[src/core/tspwm_pkg.sv]
// Constants for the five-channel sync/PWM timer.
// Assumes one 25 MHz system clock and plain-port configuration.
package tspwm_pkg;
  localparam int NCH = 5;
  localparam int CW  = 16;
  localparam logic [CW-1:0] CNT_RST = 16'h0000;
  localparam logic [CW-1:0] GR_RST  = 16'hffff;
  // Counter clear select encoding
  localparam logic [1:0] CLR_NONE = 2'h0;
  localparam logic [1:0] CLR_A    = 2'h1;
  localparam logic [1:0] CLR_B    = 2'h2;
  localparam logic [1:0] CLR_SYNC = 2'h3;
  // Count clock select encoding
  localparam logic [2:0] CKS_DIV1 = 3'h0;
  localparam logic [2:0] CKS_DIV2 = 3'h1;
  localparam logic [2:0] CKS_DIV4 = 3'h2;
  localparam logic [2:0] CKS_DIV8 = 3'h3;
  localparam logic [2:0] CKS_EXT  = 3'h4;
  // Pin B I/O select encoding
  localparam logic [1:0] IOB_NONE = 2'h0;
  localparam logic [1:0] IOB_LO   = 2'h1;
  localparam logic [1:0] IOB_HI   = 2'h2;
  localparam logic [1:0] IOB_TOG  = 2'h3;
  // Combined mode select encoding
  localparam logic [1:0] CMD_RSPWM = 2'h3;
  localparam int PRE_W = 3;
  localparam logic [PRE_W-1:0] PRE_RST = 3'h0;
endpackage

[src/core/tspwm_tick_if.sv]
// Count-tick bundle between the prescaler and the channel core.
// Assumes both ends share one clock.
`timescale 1ns/1ns
interface tspwm_tick_if;
  logic [tspwm_pkg::NCH-1:0] tick;
  modport src  (output tick);
  modport sink (input  tick);
endinterface

[src/core/tspwm_prescale.sv]
// Per-channel count clock generation: divided system clock or ext edge.
// Assumes ext clock pins are asynchronous and sampled here.
`timescale 1ns/1ns
module tspwm_prescale (
  input  wire logic                      clk,
  input  wire logic                      rst_n,
  input  wire logic [3*tspwm_pkg::NCH-1:0] cks,
  input  wire logic [2*tspwm_pkg::NCH-1:0] edge_sel,
  input  wire logic [tspwm_pkg::NCH-1:0]   ext_clk,
  tspwm_tick_if.src                      tk
);
  logic [tspwm_pkg::PRE_W-1:0] pre_r;
  logic [tspwm_pkg::NCH-1:0]   s1_r;
  logic [tspwm_pkg::NCH-1:0]   s2_r;
  logic [tspwm_pkg::NCH-1:0]   s3_r;

  // ==========================================================
  // Divider and ext synchroniser
  always_ff @(posedge clk or negedge rst_n) begin
    if (!rst_n) begin
      pre_r <= tspwm_pkg::PRE_RST;
      s1_r  <= '0;
      s2_r  <= '0;
      s3_r  <= '0;
    end else begin
      pre_r <= pre_r + 3'h1;
      s1_r  <= ext_clk;
      s2_r  <= s1_r;
      s3_r  <= s2_r;
    end
  end

  // ==========================================================
  // Tick select
  genvar g;
  generate
    for (g = 0; g < tspwm_pkg::NCH; g++) begin : g_ch
      wire [2:0] sel = cks[3*g +: 3];
      wire [1:0] eg  = edge_sel[2*g +: 2];
      wire rise = s2_r[g] & ~s3_r[g];
      wire fall = ~s2_r[g] & s3_r[g];
      wire ext_t = (eg == 2'h0) ? rise :
                   (eg == 2'h1) ? fall : (rise | fall);
      assign tk.tick[g] =
        (sel == tspwm_pkg::CKS_DIV1) ? 1'b1 :
        (sel == tspwm_pkg::CKS_DIV2) ? (pre_r[0] == 1'b1) :
        (sel == tspwm_pkg::CKS_DIV4) ? (pre_r[1:0] == 2'h3) :
        (sel == tspwm_pkg::CKS_DIV8) ? (pre_r == 3'h7) :
        (sel == tspwm_pkg::CKS_EXT)  ? ext_t : 1'b0;
    end
  endgenerate
endmodule

[src/core/tspwm_top.sv]
// Five-channel 16-bit timer: sync preset/clear, PWM, reset-synced PWM.
// Assumes software drives configuration ports from the same clock.
`timescale 1ns/1ns
module tspwm_top (
  input  wire logic                          CLK,
  input  wire logic                          RST_N,
  input  wire logic [tspwm_pkg::NCH-1:0]     START_REGISTER,
  input  wire logic [tspwm_pkg::NCH-1:0]     CHANNEL_SYNC_REGISTER,
  input  wire logic [tspwm_pkg::NCH-1:0]     PWM_MODE,
  input  wire logic [1:0]                    COMBINED_MODE_SELECT,
  input  wire logic [2*tspwm_pkg::NCH-1:0]   COUNTER_CLEAR_SELECT,
  input  wire logic [3*tspwm_pkg::NCH-1:0]   COUNT_CLOCK_SELECT,
  input  wire logic [2*tspwm_pkg::NCH-1:0]   EXT_EDGE_SELECT,
  input  wire logic [2*tspwm_pkg::NCH-1:0]   PIN_B_IO_SELECT,
  input  wire logic [tspwm_pkg::NCH-1:0]     EXT_COUNT_CLK,
  input  wire logic [tspwm_pkg::NCH-1:0]     CNT_WR,
  input  wire logic [tspwm_pkg::NCH-1:0]     GRA_WR,
  input  wire logic [tspwm_pkg::NCH-1:0]     GRB_WR,
  input  wire logic [tspwm_pkg::CW-1:0]      WR_DATA,
  output logic [tspwm_pkg::NCH*tspwm_pkg::CW-1:0] TIMER_COUNTER_VALUE,
  output logic [tspwm_pkg::NCH*tspwm_pkg::CW-1:0] GENERAL_REG_A,
  output logic [tspwm_pkg::NCH*tspwm_pkg::CW-1:0] GENERAL_REG_B,
  output logic [tspwm_pkg::NCH-1:0]          COMPARE_PIN_A,
  output logic [tspwm_pkg::NCH-1:0]          COMPARE_PIN_B,
  output logic                               INVERSE_OUTPUT_2,
  output logic                               INVERSE_OUTPUT_3,
  output logic                               RSPWM_ACTIVE
);
  localparam int N = tspwm_pkg::NCH;
  localparam int W = tspwm_pkg::CW;

  logic [W-1:0] cnt_r [N];
  logic [W-1:0] gra_r [N];
  logic [W-1:0] grb_r [N];
  logic [N-1:0] pa_r;
  logic [N-1:0] pb_r;
  logic [2:0]   rs_r;
  logic [W-1:0] cnt_nxt [N];

  tspwm_tick_if tk ();

  tspwm_prescale u_pre (
    .clk      (CLK),
    .rst_n    (RST_N),
    .cks      (COUNT_CLOCK_SELECT),
    .edge_sel (EXT_EDGE_SELECT),
    .ext_clk  (EXT_COUNT_CLK),
    .tk       (tk)
  );

  // ==========================================================
  // Mode decode
  wire rs_mode = (COMBINED_MODE_SELECT == tspwm_pkg::CMD_RSPWM);
  assign RSPWM_ACTIVE = rs_mode;

  // Count enable per channel: run bit and tick
  wire [N-1:0] cnt_en = START_REGISTER & tk.tick;

  // Compare source: ch4 compares against counter 3 in reset-synced mode
  function automatic logic [W-1:0] cmp_cnt(input int c, input logic rs,
                                           input logic [W-1:0] c3,
                                           input logic [W-1:0] cc);
    cmp_cnt = (rs && c == 4) ? c3 : cc;
  endfunction

  // ==========================================================
  // Compare match and clear decode
  logic [N-1:0] ma;
  logic [N-1:0] mb;
  logic [N-1:0] own_clr;
  logic [N-1:0] sync_clr_sel;
  logic [N-1:0] any_wr_sync;

  genvar g;
  generate
    for (g = 0; g < N; g++) begin : g_m
      wire [W-1:0] cv = cmp_cnt(g, rs_mode, cnt_r[3], cnt_r[g]);
      wire [1:0] cs = COUNTER_CLEAR_SELECT[2*g +: 2];
      wire en_cmp = (rs_mode && g == 4) ? cnt_en[3] : cnt_en[g];
      // Match fires on the tick that leaves the matching value
      assign ma[g] = en_cmp && (cv == gra_r[g]);
      assign mb[g] = en_cmp && (cv == grb_r[g]);
      // Counter 3 forced to clear on its A match in reset-synced mode
      assign own_clr[g] = (rs_mode && g == 3) ? ma[3] :
                          (cs == tspwm_pkg::CLR_A) ? ma[g] :
                          (cs == tspwm_pkg::CLR_B) ? mb[g] : 1'b0;
      assign sync_clr_sel[g] = CHANNEL_SYNC_REGISTER[g] &&
                               (cs == tspwm_pkg::CLR_SYNC);
      assign any_wr_sync[g] = CNT_WR[g] & CHANNEL_SYNC_REGISTER[g];
    end
  endgenerate

  // Clear broadcast only among synced channels
  wire sync_clr_ev = |(own_clr & CHANNEL_SYNC_REGISTER);
  wire sync_wr     = |any_wr_sync;

  // ==========================================================
  // Counter next value
  always_comb begin
    for (int c = 0; c < N; c++) begin
      cnt_nxt[c] = cnt_r[c];
      if (CNT_WR[c] || (sync_wr && CHANNEL_SYNC_REGISTER[c])) begin
        cnt_nxt[c] = WR_DATA;
      end else if (cnt_en[c]) begin
        if (own_clr[c] && !(rs_mode && c == 4)) begin
          cnt_nxt[c] = tspwm_pkg::CNT_RST;
        end else if (sync_clr_sel[c] && sync_clr_ev) begin
          cnt_nxt[c] = tspwm_pkg::CNT_RST;
        end else begin
          cnt_nxt[c] = cnt_r[c] + 16'h0001;
        end
      end else if (sync_clr_sel[c] && sync_clr_ev) begin
        cnt_nxt[c] = tspwm_pkg::CNT_RST;
      end
    end
  end

  // Clear of counter 3 in reset-synced mode
  wire rs_clr = rs_mode && ma[3];

  // ==========================================================
  // Registers
  always_ff @(posedge CLK or negedge RST_N) begin
    if (!RST_N) begin
      for (int c = 0; c < N; c++) begin
        cnt_r[c] <= tspwm_pkg::CNT_RST;
        gra_r[c] <= tspwm_pkg::GR_RST;
        grb_r[c] <= tspwm_pkg::GR_RST;
      end
    end else begin
      for (int c = 0; c < N; c++) begin
        cnt_r[c] <= cnt_nxt[c];
        if (GRA_WR[c]) begin
          gra_r[c] <= WR_DATA;
        end
        if (GRB_WR[c]) begin
          grb_r[c] <= WR_DATA;
        end
      end
    end
  end

  // ==========================================================
  // Pin A and pin B waveforms
  always_ff @(posedge CLK or negedge RST_N) begin
    if (!RST_N) begin
      pa_r <= '0;
      pb_r <= '0;
    end else begin
      for (int c = 0; c < N; c++) begin
        if (PWM_MODE[c]) begin
          // Equal registers: both match at once, level held
          if (ma[c] && !mb[c]) begin
            pa_r[c] <= 1'b1;
          end else if (mb[c] && !ma[c]) begin
            pa_r[c] <= 1'b0;
          end
        end
        // Pin B follows its own select even in PWM mode
        if (mb[c]) begin
          case (PIN_B_IO_SELECT[2*c +: 2])
            tspwm_pkg::IOB_LO:  pb_r[c] <= 1'b0;
            tspwm_pkg::IOB_HI:  pb_r[c] <= 1'b1;
            tspwm_pkg::IOB_TOG: pb_r[c] <= ~pb_r[c];
            default:            pb_r[c] <= pb_r[c];
          endcase
        end
      end
    end
  end

  // Reset-synced turning points: ch3 B, ch4 A, ch4 B
  wire [2:0] rs_turn = {mb[4], ma[4], mb[3]};
  always_ff @(posedge CLK or negedge RST_N) begin
    if (!RST_N) begin
      rs_r <= 3'h0;
    end else if (!rs_mode) begin
      rs_r <= 3'h0;
    end else begin
      for (int k = 0; k < 3; k++) begin
        // Clear wins when turning point equals period: output stays set
        if (rs_clr) begin
          rs_r[k] <= 1'b1;
        end else if (rs_turn[k]) begin
          rs_r[k] <= 1'b0;
        end
      end
    end
  end

  // ==========================================================
  // Output mux: six pins claimed in reset-synced mode
  always_comb begin
    COMPARE_PIN_A = pa_r;
    COMPARE_PIN_B = pb_r;
    INVERSE_OUTPUT_2 = 1'b0;
    INVERSE_OUTPUT_3 = 1'b0;
    if (rs_mode) begin
      COMPARE_PIN_A[3] = rs_r[0];
      COMPARE_PIN_B[3] = ~rs_r[0];
      COMPARE_PIN_A[4] = rs_r[1];
      INVERSE_OUTPUT_2 = ~rs_r[1];
      COMPARE_PIN_B[4] = rs_r[2];
      INVERSE_OUTPUT_3 = ~rs_r[2];
    end
  end

  generate
    for (g = 0; g < N; g++) begin : g_o
      assign TIMER_COUNTER_VALUE[W*g +: W] = cnt_r[g];
      assign GENERAL_REG_A[W*g +: W]       = gra_r[g];
      assign GENERAL_REG_B[W*g +: W]       = grb_r[g];
    end
  endgenerate
endmodule

[config.mk]
export PLATFORM = sky130hd
export DESIGN_NAME = tspwm_top
export DESIGN_NICKNAME = d
export VERILOG_FILES = /design/src/core/tspwm_pkg.sv /design/src/core/tspwm_tick_if.sv /design/src/core/tspwm_prescale.sv /design/src/core/tspwm_top.sv
export SDC_FILE = /design/constraint.sdc
export NUM_CORES = 1
export LEC_CHECK = 0
export BUFFER_PORTS_ARGS = -buffer_cell sky130_fd_sc_hd__clkbuf_2
export CAP_MARGIN = 20
export CORE_MARGIN = 1
export CORE_UTILIZATION = 45
export CTS_CLUSTER_SIZE = 30
export DETAILED_ROUTE_END_ITERATION = 8
export PLACE_DENSITY = 0.69
export SKIP_LAST_GASP = 1
export SYNTH_ARGS = -nofsm -noshare
export SYNTH_HDL_FRONTEND = slang
export SYNTH_SLANG_ARGS = --single-unit
[constraint.sdc]
create_clock -name CLK -period 3 [get_ports CLK]
set_input_delay 0 -clock CLK [delete_from_list [all_inputs] [get_ports CLK]]
set_output_delay 0 -clock CLK [all_outputs]
set_load 0.01 [all_outputs]
# == Word level (Yosys, flattened, before mapping) ==
# Index checks and enable logic that the tools add are counted.
# Widths: inputs -> output; s select.
# totals
regBits,271
# op_classes
mux,99
n_bitwise,40
n_eq_ne,71
add_sub_neg,6
reduce_logical,90
# op_table
op,n
$mux 16,26
$eq 16x16->1,10
$add 16x1->16 const B,5
$mux 1,65
$eq 2x2->1 const B,22
$logic_and 1x1->1,37
$eq 2x1->1 const B,15
$eq 3x2->1 const B,10
$reduce_bool 3->1,10
$reduce_and 2->1,10
$eq 3x3->1 const B,6
$not 1->1,18
$and 1x1->1,15
$eq 3x1->1 const B,5
$logic_not 3->1,5
$pmux 1 s3,5
$logic_not 1->1,11
$and 5x5->5,2
$logic_not 2->1,5
$reduce_bool 2->1,5
$reduce_or 5->1,2
$ne 3x1->1 const B,3
$logic_or 1x1->1,5
$or 1x1->1,5
other kinds (3),4

# == Longest topological paths before layout ==
# depth
word_depth,22
depth_mapped,13
mapped_depth_nobuf,11

# == Modules after synthesis ==
# A second synthesis with hierarchy kept.
# unflattened
cells_unflattened,1646
hier_area_um2,16288.1
# modules_own_cells
mod,n_inst,cells_each,area_each_um2
tspwm_top,1,1575,15371.0
tspwm_prescale,1,71,917.1

# == Worst setup path before layout ==
# OpenSTA, ideal clock, no wires.
# synth_timing
path_kind,register -> register
start,register u_pre.pre_r[0] (netlist bit)
end,register cnt_r (netlist bit g_m[3].cv[12])
n_path_buf,1
t_arrival_ns,2.877
required_ns,2.871
setup_ns,0.129
synth_period_minus_slack_ns,3.006
stages_incl_launch_ff,12
setup_slack_ns,-0.006
cell_sequence,dfrtp_1 ha_1 ha_1 mux2i_1 a221oi_1 nand2_1 o21ai_2 nand4_1 o221ai_2 nor3b_4 buf_2 nor3_1
# synth_between
elab_chain_cells,17
word_cells_on_any_way,53
classes_between,2 x eq/ne; 36 x mux; 2 x bitwise; 13 x reduce/logical
# synth_rtl
item,line_no,rtl
"start, declared",tspwm_prescale.sv:12,logic [tspwm_pkg::PRE_W-1:0] pre_r;
"start signal, assigned",tspwm_prescale.sv:21,pre_r <= tspwm_pkg::PRE_RST;
"start signal, assigned",tspwm_prescale.sv:26,pre_r <= pre_r + 3'h1;
$eq 3x3->1,tspwm_prescale.sv:48,(sel == tspwm_pkg::CKS_DIV8) ? (pre_r == 3'h7) :
$mux 1,tspwm_prescale.sv:48,
$mux 1,tspwm_prescale.sv:47,(sel == tspwm_pkg::CKS_DIV4) ? (pre_r[1:0] == 2'h3) :
$mux 1,tspwm_prescale.sv:46,(sel == tspwm_pkg::CKS_DIV2) ? (pre_r[0] == 1'b1) :
$mux 1,tspwm_prescale.sv:45,(sel == tspwm_pkg::CKS_DIV1) ? 1'b1 :
$and 5x5->5 (*),tspwm_top.sv:57,wire [N-1:0] cnt_en = START_REGISTER & tk.tick;
$logic_and 1x1->1 / $mux 1 (equally long branches),"tspwm_top.sv:82, tspwm_top.sv:79",
$mux 1 / $logic_and 1x1->1 (equally long branches),"tspwm_top.sv:86, tspwm_top.sv:82",
"$mux 1, on equally long branches","tspwm_top.sv:85, tspwm_top.sv:86",
"$mux 1, on equally long branches","tspwm_top.sv:84, tspwm_top.sv:85",
$and 5x5->5,tspwm_top.sv:94,wire sync_clr_ev = |(own_clr & CHANNEL_SYNC_REGISTER);
$reduce_or 5->1,tspwm_top.sv:94,
$logic_and 1x1->1,"tspwm_top.sv:107, tspwm_top.sv:112",
$mux 16,tspwm_top.sv:107,end else if (sync_clr_sel[c] && sync_clr_ev) begin
$mux 16,tspwm_top.sv:105,if (own_clr[c] && !(rs_mode && c == 4)) begin
$mux 16,tspwm_top.sv:104,end else if (cnt_en[c]) begin
$mux 16,tspwm_top.sv:102,if (CNT_WR[c] || (sync_wr && CHANNEL_SYNC_REGISTER[c])) begin
"end signal, assigned by index",tspwm_top.sv:126,cnt_r[c] <= tspwm_pkg::CNT_RST;
"end signal, assigned by index",tspwm_top.sv:132,cnt_r[c] <= cnt_nxt[c];
"end, declared",tspwm_top.sv:32,logic [W-1:0] cnt_r [N];
# Every way passes the cells marked *; elsewhere a longest branch is shown, timed or not.
# A chain may end at the register's enable or synchronous reset.

# == Final worst setup path ==
# layout_timing
start,register u_pre.s2_r[3] (netlist bit)
end,register cnt_r (netlist bit g_m[3].cv[11])
# layout_between
elab_chain_cells,22
word_cells_on_any_way,30
classes_between,17 x mux; 6 x bitwise; 7 x reduce/logical
# layout_rtl
item,line_no,rtl
"start, declared",tspwm_prescale.sv:14,logic [tspwm_pkg::NCH-1:0] s2_r;
"start signal, assigned",tspwm_prescale.sv:28,s2_r <= s1_r;
$not 1->1,tspwm_prescale.sv:41,wire fall = ~s2_r[g] & s3_r[g];
$and 1x1->1,tspwm_prescale.sv:41,
$or 1x1->1,tspwm_prescale.sv:43,(eg == 2'h1) ? fall : (rise | fall);
$mux 1,tspwm_prescale.sv:43,
$mux 1 (*),tspwm_prescale.sv:42,wire ext_t = (eg == 2'h0) ? rise :
$mux 1 (*),tspwm_prescale.sv:49,(sel == tspwm_pkg::CKS_EXT) ? ext_t : 1'b0;
$mux 1 (*),tspwm_prescale.sv:48,
$mux 1 (*),tspwm_prescale.sv:47,
[6 not listed],--,
"$mux 1, on equally long branches","tspwm_top.sv:84, tspwm_top.sv:85",
$and 5x5->5,tspwm_top.sv:94,
$reduce_or 5->1,tspwm_top.sv:94,
$logic_and 1x1->1,"tspwm_top.sv:107, tspwm_top.sv:112",
$mux 16,tspwm_top.sv:107,
$mux 16,tspwm_top.sv:105,
$mux 16,tspwm_top.sv:104,
$mux 16,tspwm_top.sv:102,
# Marks and branches as above.

==> reports/qor.csv <==
metric,value,unit
status,finished with violations,
violated checks,"negative hold slack, negative setup slack",
DR iter-0 viols,1242,
"leading cell type in the layout, fill and taps excluded",clkbuf_2,
GPL Wtd Cong,0.958,
Worst Hold Class,in -> async,
Final Cycle Share,1.02,
Gate power share,0.242,
final worst setup slack,-0.0747,ns
Rel. slew slack,0.463,
synthesized area per cell,10.2,sq um
register area share after synthesis,0.443,
vias in the first global route,14800,
Die Footprint,35800,sq um
Clock Sinks,271,
die width,189,microns
P&R area growth vs syn,33.9,%
I/O Pins,353,
Leak Pwr,0.00946,uW
"Primary FF master, synth",dfstp_2,
power share of the clock group,0.343,
# fillers,2945,
DRT Pass-1 Iters,6,
PortBufs,352,
Post-Syn Instances,1553,
max-cap violation count,0,
met2 global-route usage,0.526,
final-report hold violation count,3,
die height,189,microns
Clock Path Buffers,3,
Seq pwr share,0.415,
warnings from Yosys,0,
vias,14900,
PnR Total Power,11300,uW
M1 GR Usage,0.450,
GRT Residual Overflow,0,
Startpoint Class,register,
Setup CP Type,reg -> reg,
fmax,0.325,GHz
asr flop ratio synth,1.00,
Post-synth EDFFs,0,
largest area contributor in the netlist,dfstp_2,
final cell count without fillers,2534,
initial cell density of the core,0.456,
crit path cell chain,"ha_1, or4b_4, o211ai_1, nand2_2, buf_4, buf_4, o32ai_2, buf_4, nand2b_1, nand2_1, a221oi_1, nor3_1",
power per cell area,537,nW/um^2
Avg WL per Cell,24.6,microns
setup TNS,-1.15,ns
worst hold slack,-0.0115,ns
Nets,2171,
synthesized cell area,15800,sq um
Yosys cell types,79,
clock-pin slew on the worst setup and hold paths,0.06,ns
crit path time final,3.07,ns
Synth top area share,0.267,
Critical Path Most Common Cell,buf_4,
most frequent cells in the layout,"351 x clkbuf_2, 175 x buf_4, 160 x dfstp_2",
RSZ-0062 raised after global routing,yes,
ranking of synthesized cells by area,"dfstp_2 27%, dfrtp_1 18%, mux2_2 11%",
routed vias/inst,5.90,
first-pass GRT wire length,91300,microns
final antenna-violating net count,0,
sw frac,0.325,
HPWL after detailed placement,43700,microns
GRT Max-Usage Layer,met2,
CTS Root Buffer Type,clkbuf_16,
crit-path max cell delay,0.47,ns
syn_nets,1675,
GR Util All Layers,0.338,
CORE AREA,34500,sq um
slew at the pin closest to its max-slew limit,0.805,ns
CTS H-Tree Depth,1,
WL final,62300,microns
worst-skew pair later-pin latency,0.59,ns
critical path data arrival time,3.54,ns
Residual DRC,0,
critical path's slowest cell,or4b_4,
CTS tree,built,
peak supply drop,492,uV
CTS Buf Count,31,
NetSw,3680,uW
dpl cells,2411,
Final Max Tran Viols,0,
Setup crit end kind,register,
worst-path maximum fanout,8,
Int Pwr,7650,uW
#FFs+latches synth,271,
Setup Skew,0.0120,ns
Required @ worst endpoint,3.46,ns
share of cells above drive strength 1,0.484,
initial antenna violation count,3,
met3 usage,0.0860,
Site Rows,68,
largest net degree at the start of global routing,88,
final setup violation count,37,
[Yosys cell counts (28+ instances only)]
cell type	n
dfstp_2	160
inv_1	55
nor2_1	78
mux2_2	155
dfrtp_1	111
a21oi_1	51
xor2_1	155
nor4_1	47
clkbuf_1	85
o21ai_0	80
nand2_1	126
nor3_1	37
nor2b_1	28
[registers in the layout, indices dropped and copies added, names as in the netlist]
name and count:
pb_r 5, pa_r 5, g_m.cv 64, u_pre.s3_r 5
GENERAL_REG_A 80, u_pre.pre_r 3, u_pre.s2_r 5, rs_r 3
GENERAL_REG_B 80, TIMER_COUNTER_VALUE 16, u_pre.s1_r 5
[repair_timing]
action / 4_1_cts / 5_1_grt
buffers inserted: 19 / 8
endpoints found under the setup margin: 82 / 87
hold buffers: 31 / 0
hold endpoints to repair: 160 / 0
cloned: 1 / 4
gates resized for setup: 42 / 84
pin swaps: 18 / 49
[critical path, delay by kind of cell, from the launching register on]
kind	cells	cell delay, ns
AND/OR/NAND/NOR	5	0.86
AO/OA/AOI/OAI	3	0.81
buffers and inverters	3	0.59
flip-flops	1	0.38
adder cells (fa/ha/maj)	1	0.30
[metrics by stage]
stage	setup WS, ns	hold slack, ns	area (sq um)	util
final	-0.0747	-0.0115	21100	0.611
after global routing	-0.171	0.0221	21100	0.611
after CTS	-0.0198	0.00137	20600	0.598
after detailed placement	-0.409	0.0463	18900	0.548
after global placement	-0.312	0.0456	18900	0.548
after floorplan	0.0166	-0.296	15800	-
[per-layer routing]
metal / vias up / share of wire
li1: 6542 / -
met1: 7380 / 0.40
met2: 844 / 0.45
met3: 183 / 0.11
met4: 0 / 0.044
met5: - / 0
[power by group through the flow]
stage / Combinational (uW) / Sequential, uW / Clock (uW)
4_1_cts: 2650 / 4680 / 3930
3_5_place_dp: 2580 / 4730 / 0
6_report: 2740 / 4700 / 3890
2_1_floorplan: 1220 / 4740 / 0
3_3_place_gp: 2530 / 4730 / 0
5_1_grt: 2940 / 4730 / 4090
[logic make-up after synthesis]
kind of cell               after synthesis  synth area share
and+or+nand+nor                        464             0.154
AOI/OAI and AO/OA                      279             0.122
DFF                                    271             0.443
xor gates and xnor gates               181             0.101
buffers and inverters                  168            0.0442
muxes                                  168             0.119
adders and majority gates               22            0.0175
[cell type report]
| type | instances | area [sq um] | share of cell area |
|---|---|---|---|
| Antenna cell | 5 | 12.5 | 0.000593 |
| Clock buffer | 45 | 901 | 0.0427 |
| Clock inverter | 13 | 139 | 0.00658 |
| Inverter | 56 | 210 | 0.00996 |
| Multi-Input combinational cell | 1114 | 8590 | 0.407 |
| Sequential cell | 271 | 6980 | 0.331 |
| Tap cell | 455 | 569 | 0.0270 |
| Timing Repair Buffer | 575 | 3710 | 0.176 |
[final timing paths]
check | end | start | slack [ns] | cells after the start
worst max-delay path | g_m[3].cv[11] | u_pre.s2_r[3] | -0.07 | 12
worst min-delay path | TIMER_COUNTER_VALUE[65] | RST_N | -0.01 | 2
worst max register to register | g_m[3].cv[11] | u_pre.s2_r[3] | -0.07 | 12
worst min register to register | u_pre.s2_r[4] | u_pre.s1_r[4] | 0.35 | 0
max in group asynchronous | GENERAL_REG_A[66] | RST_N | 1.93 | 3
min in group CLK | GENERAL_REG_A[17] | GRA_WR[1] | 0.01 | 2
No activity file was read; power rests on OpenSTA's default activity.
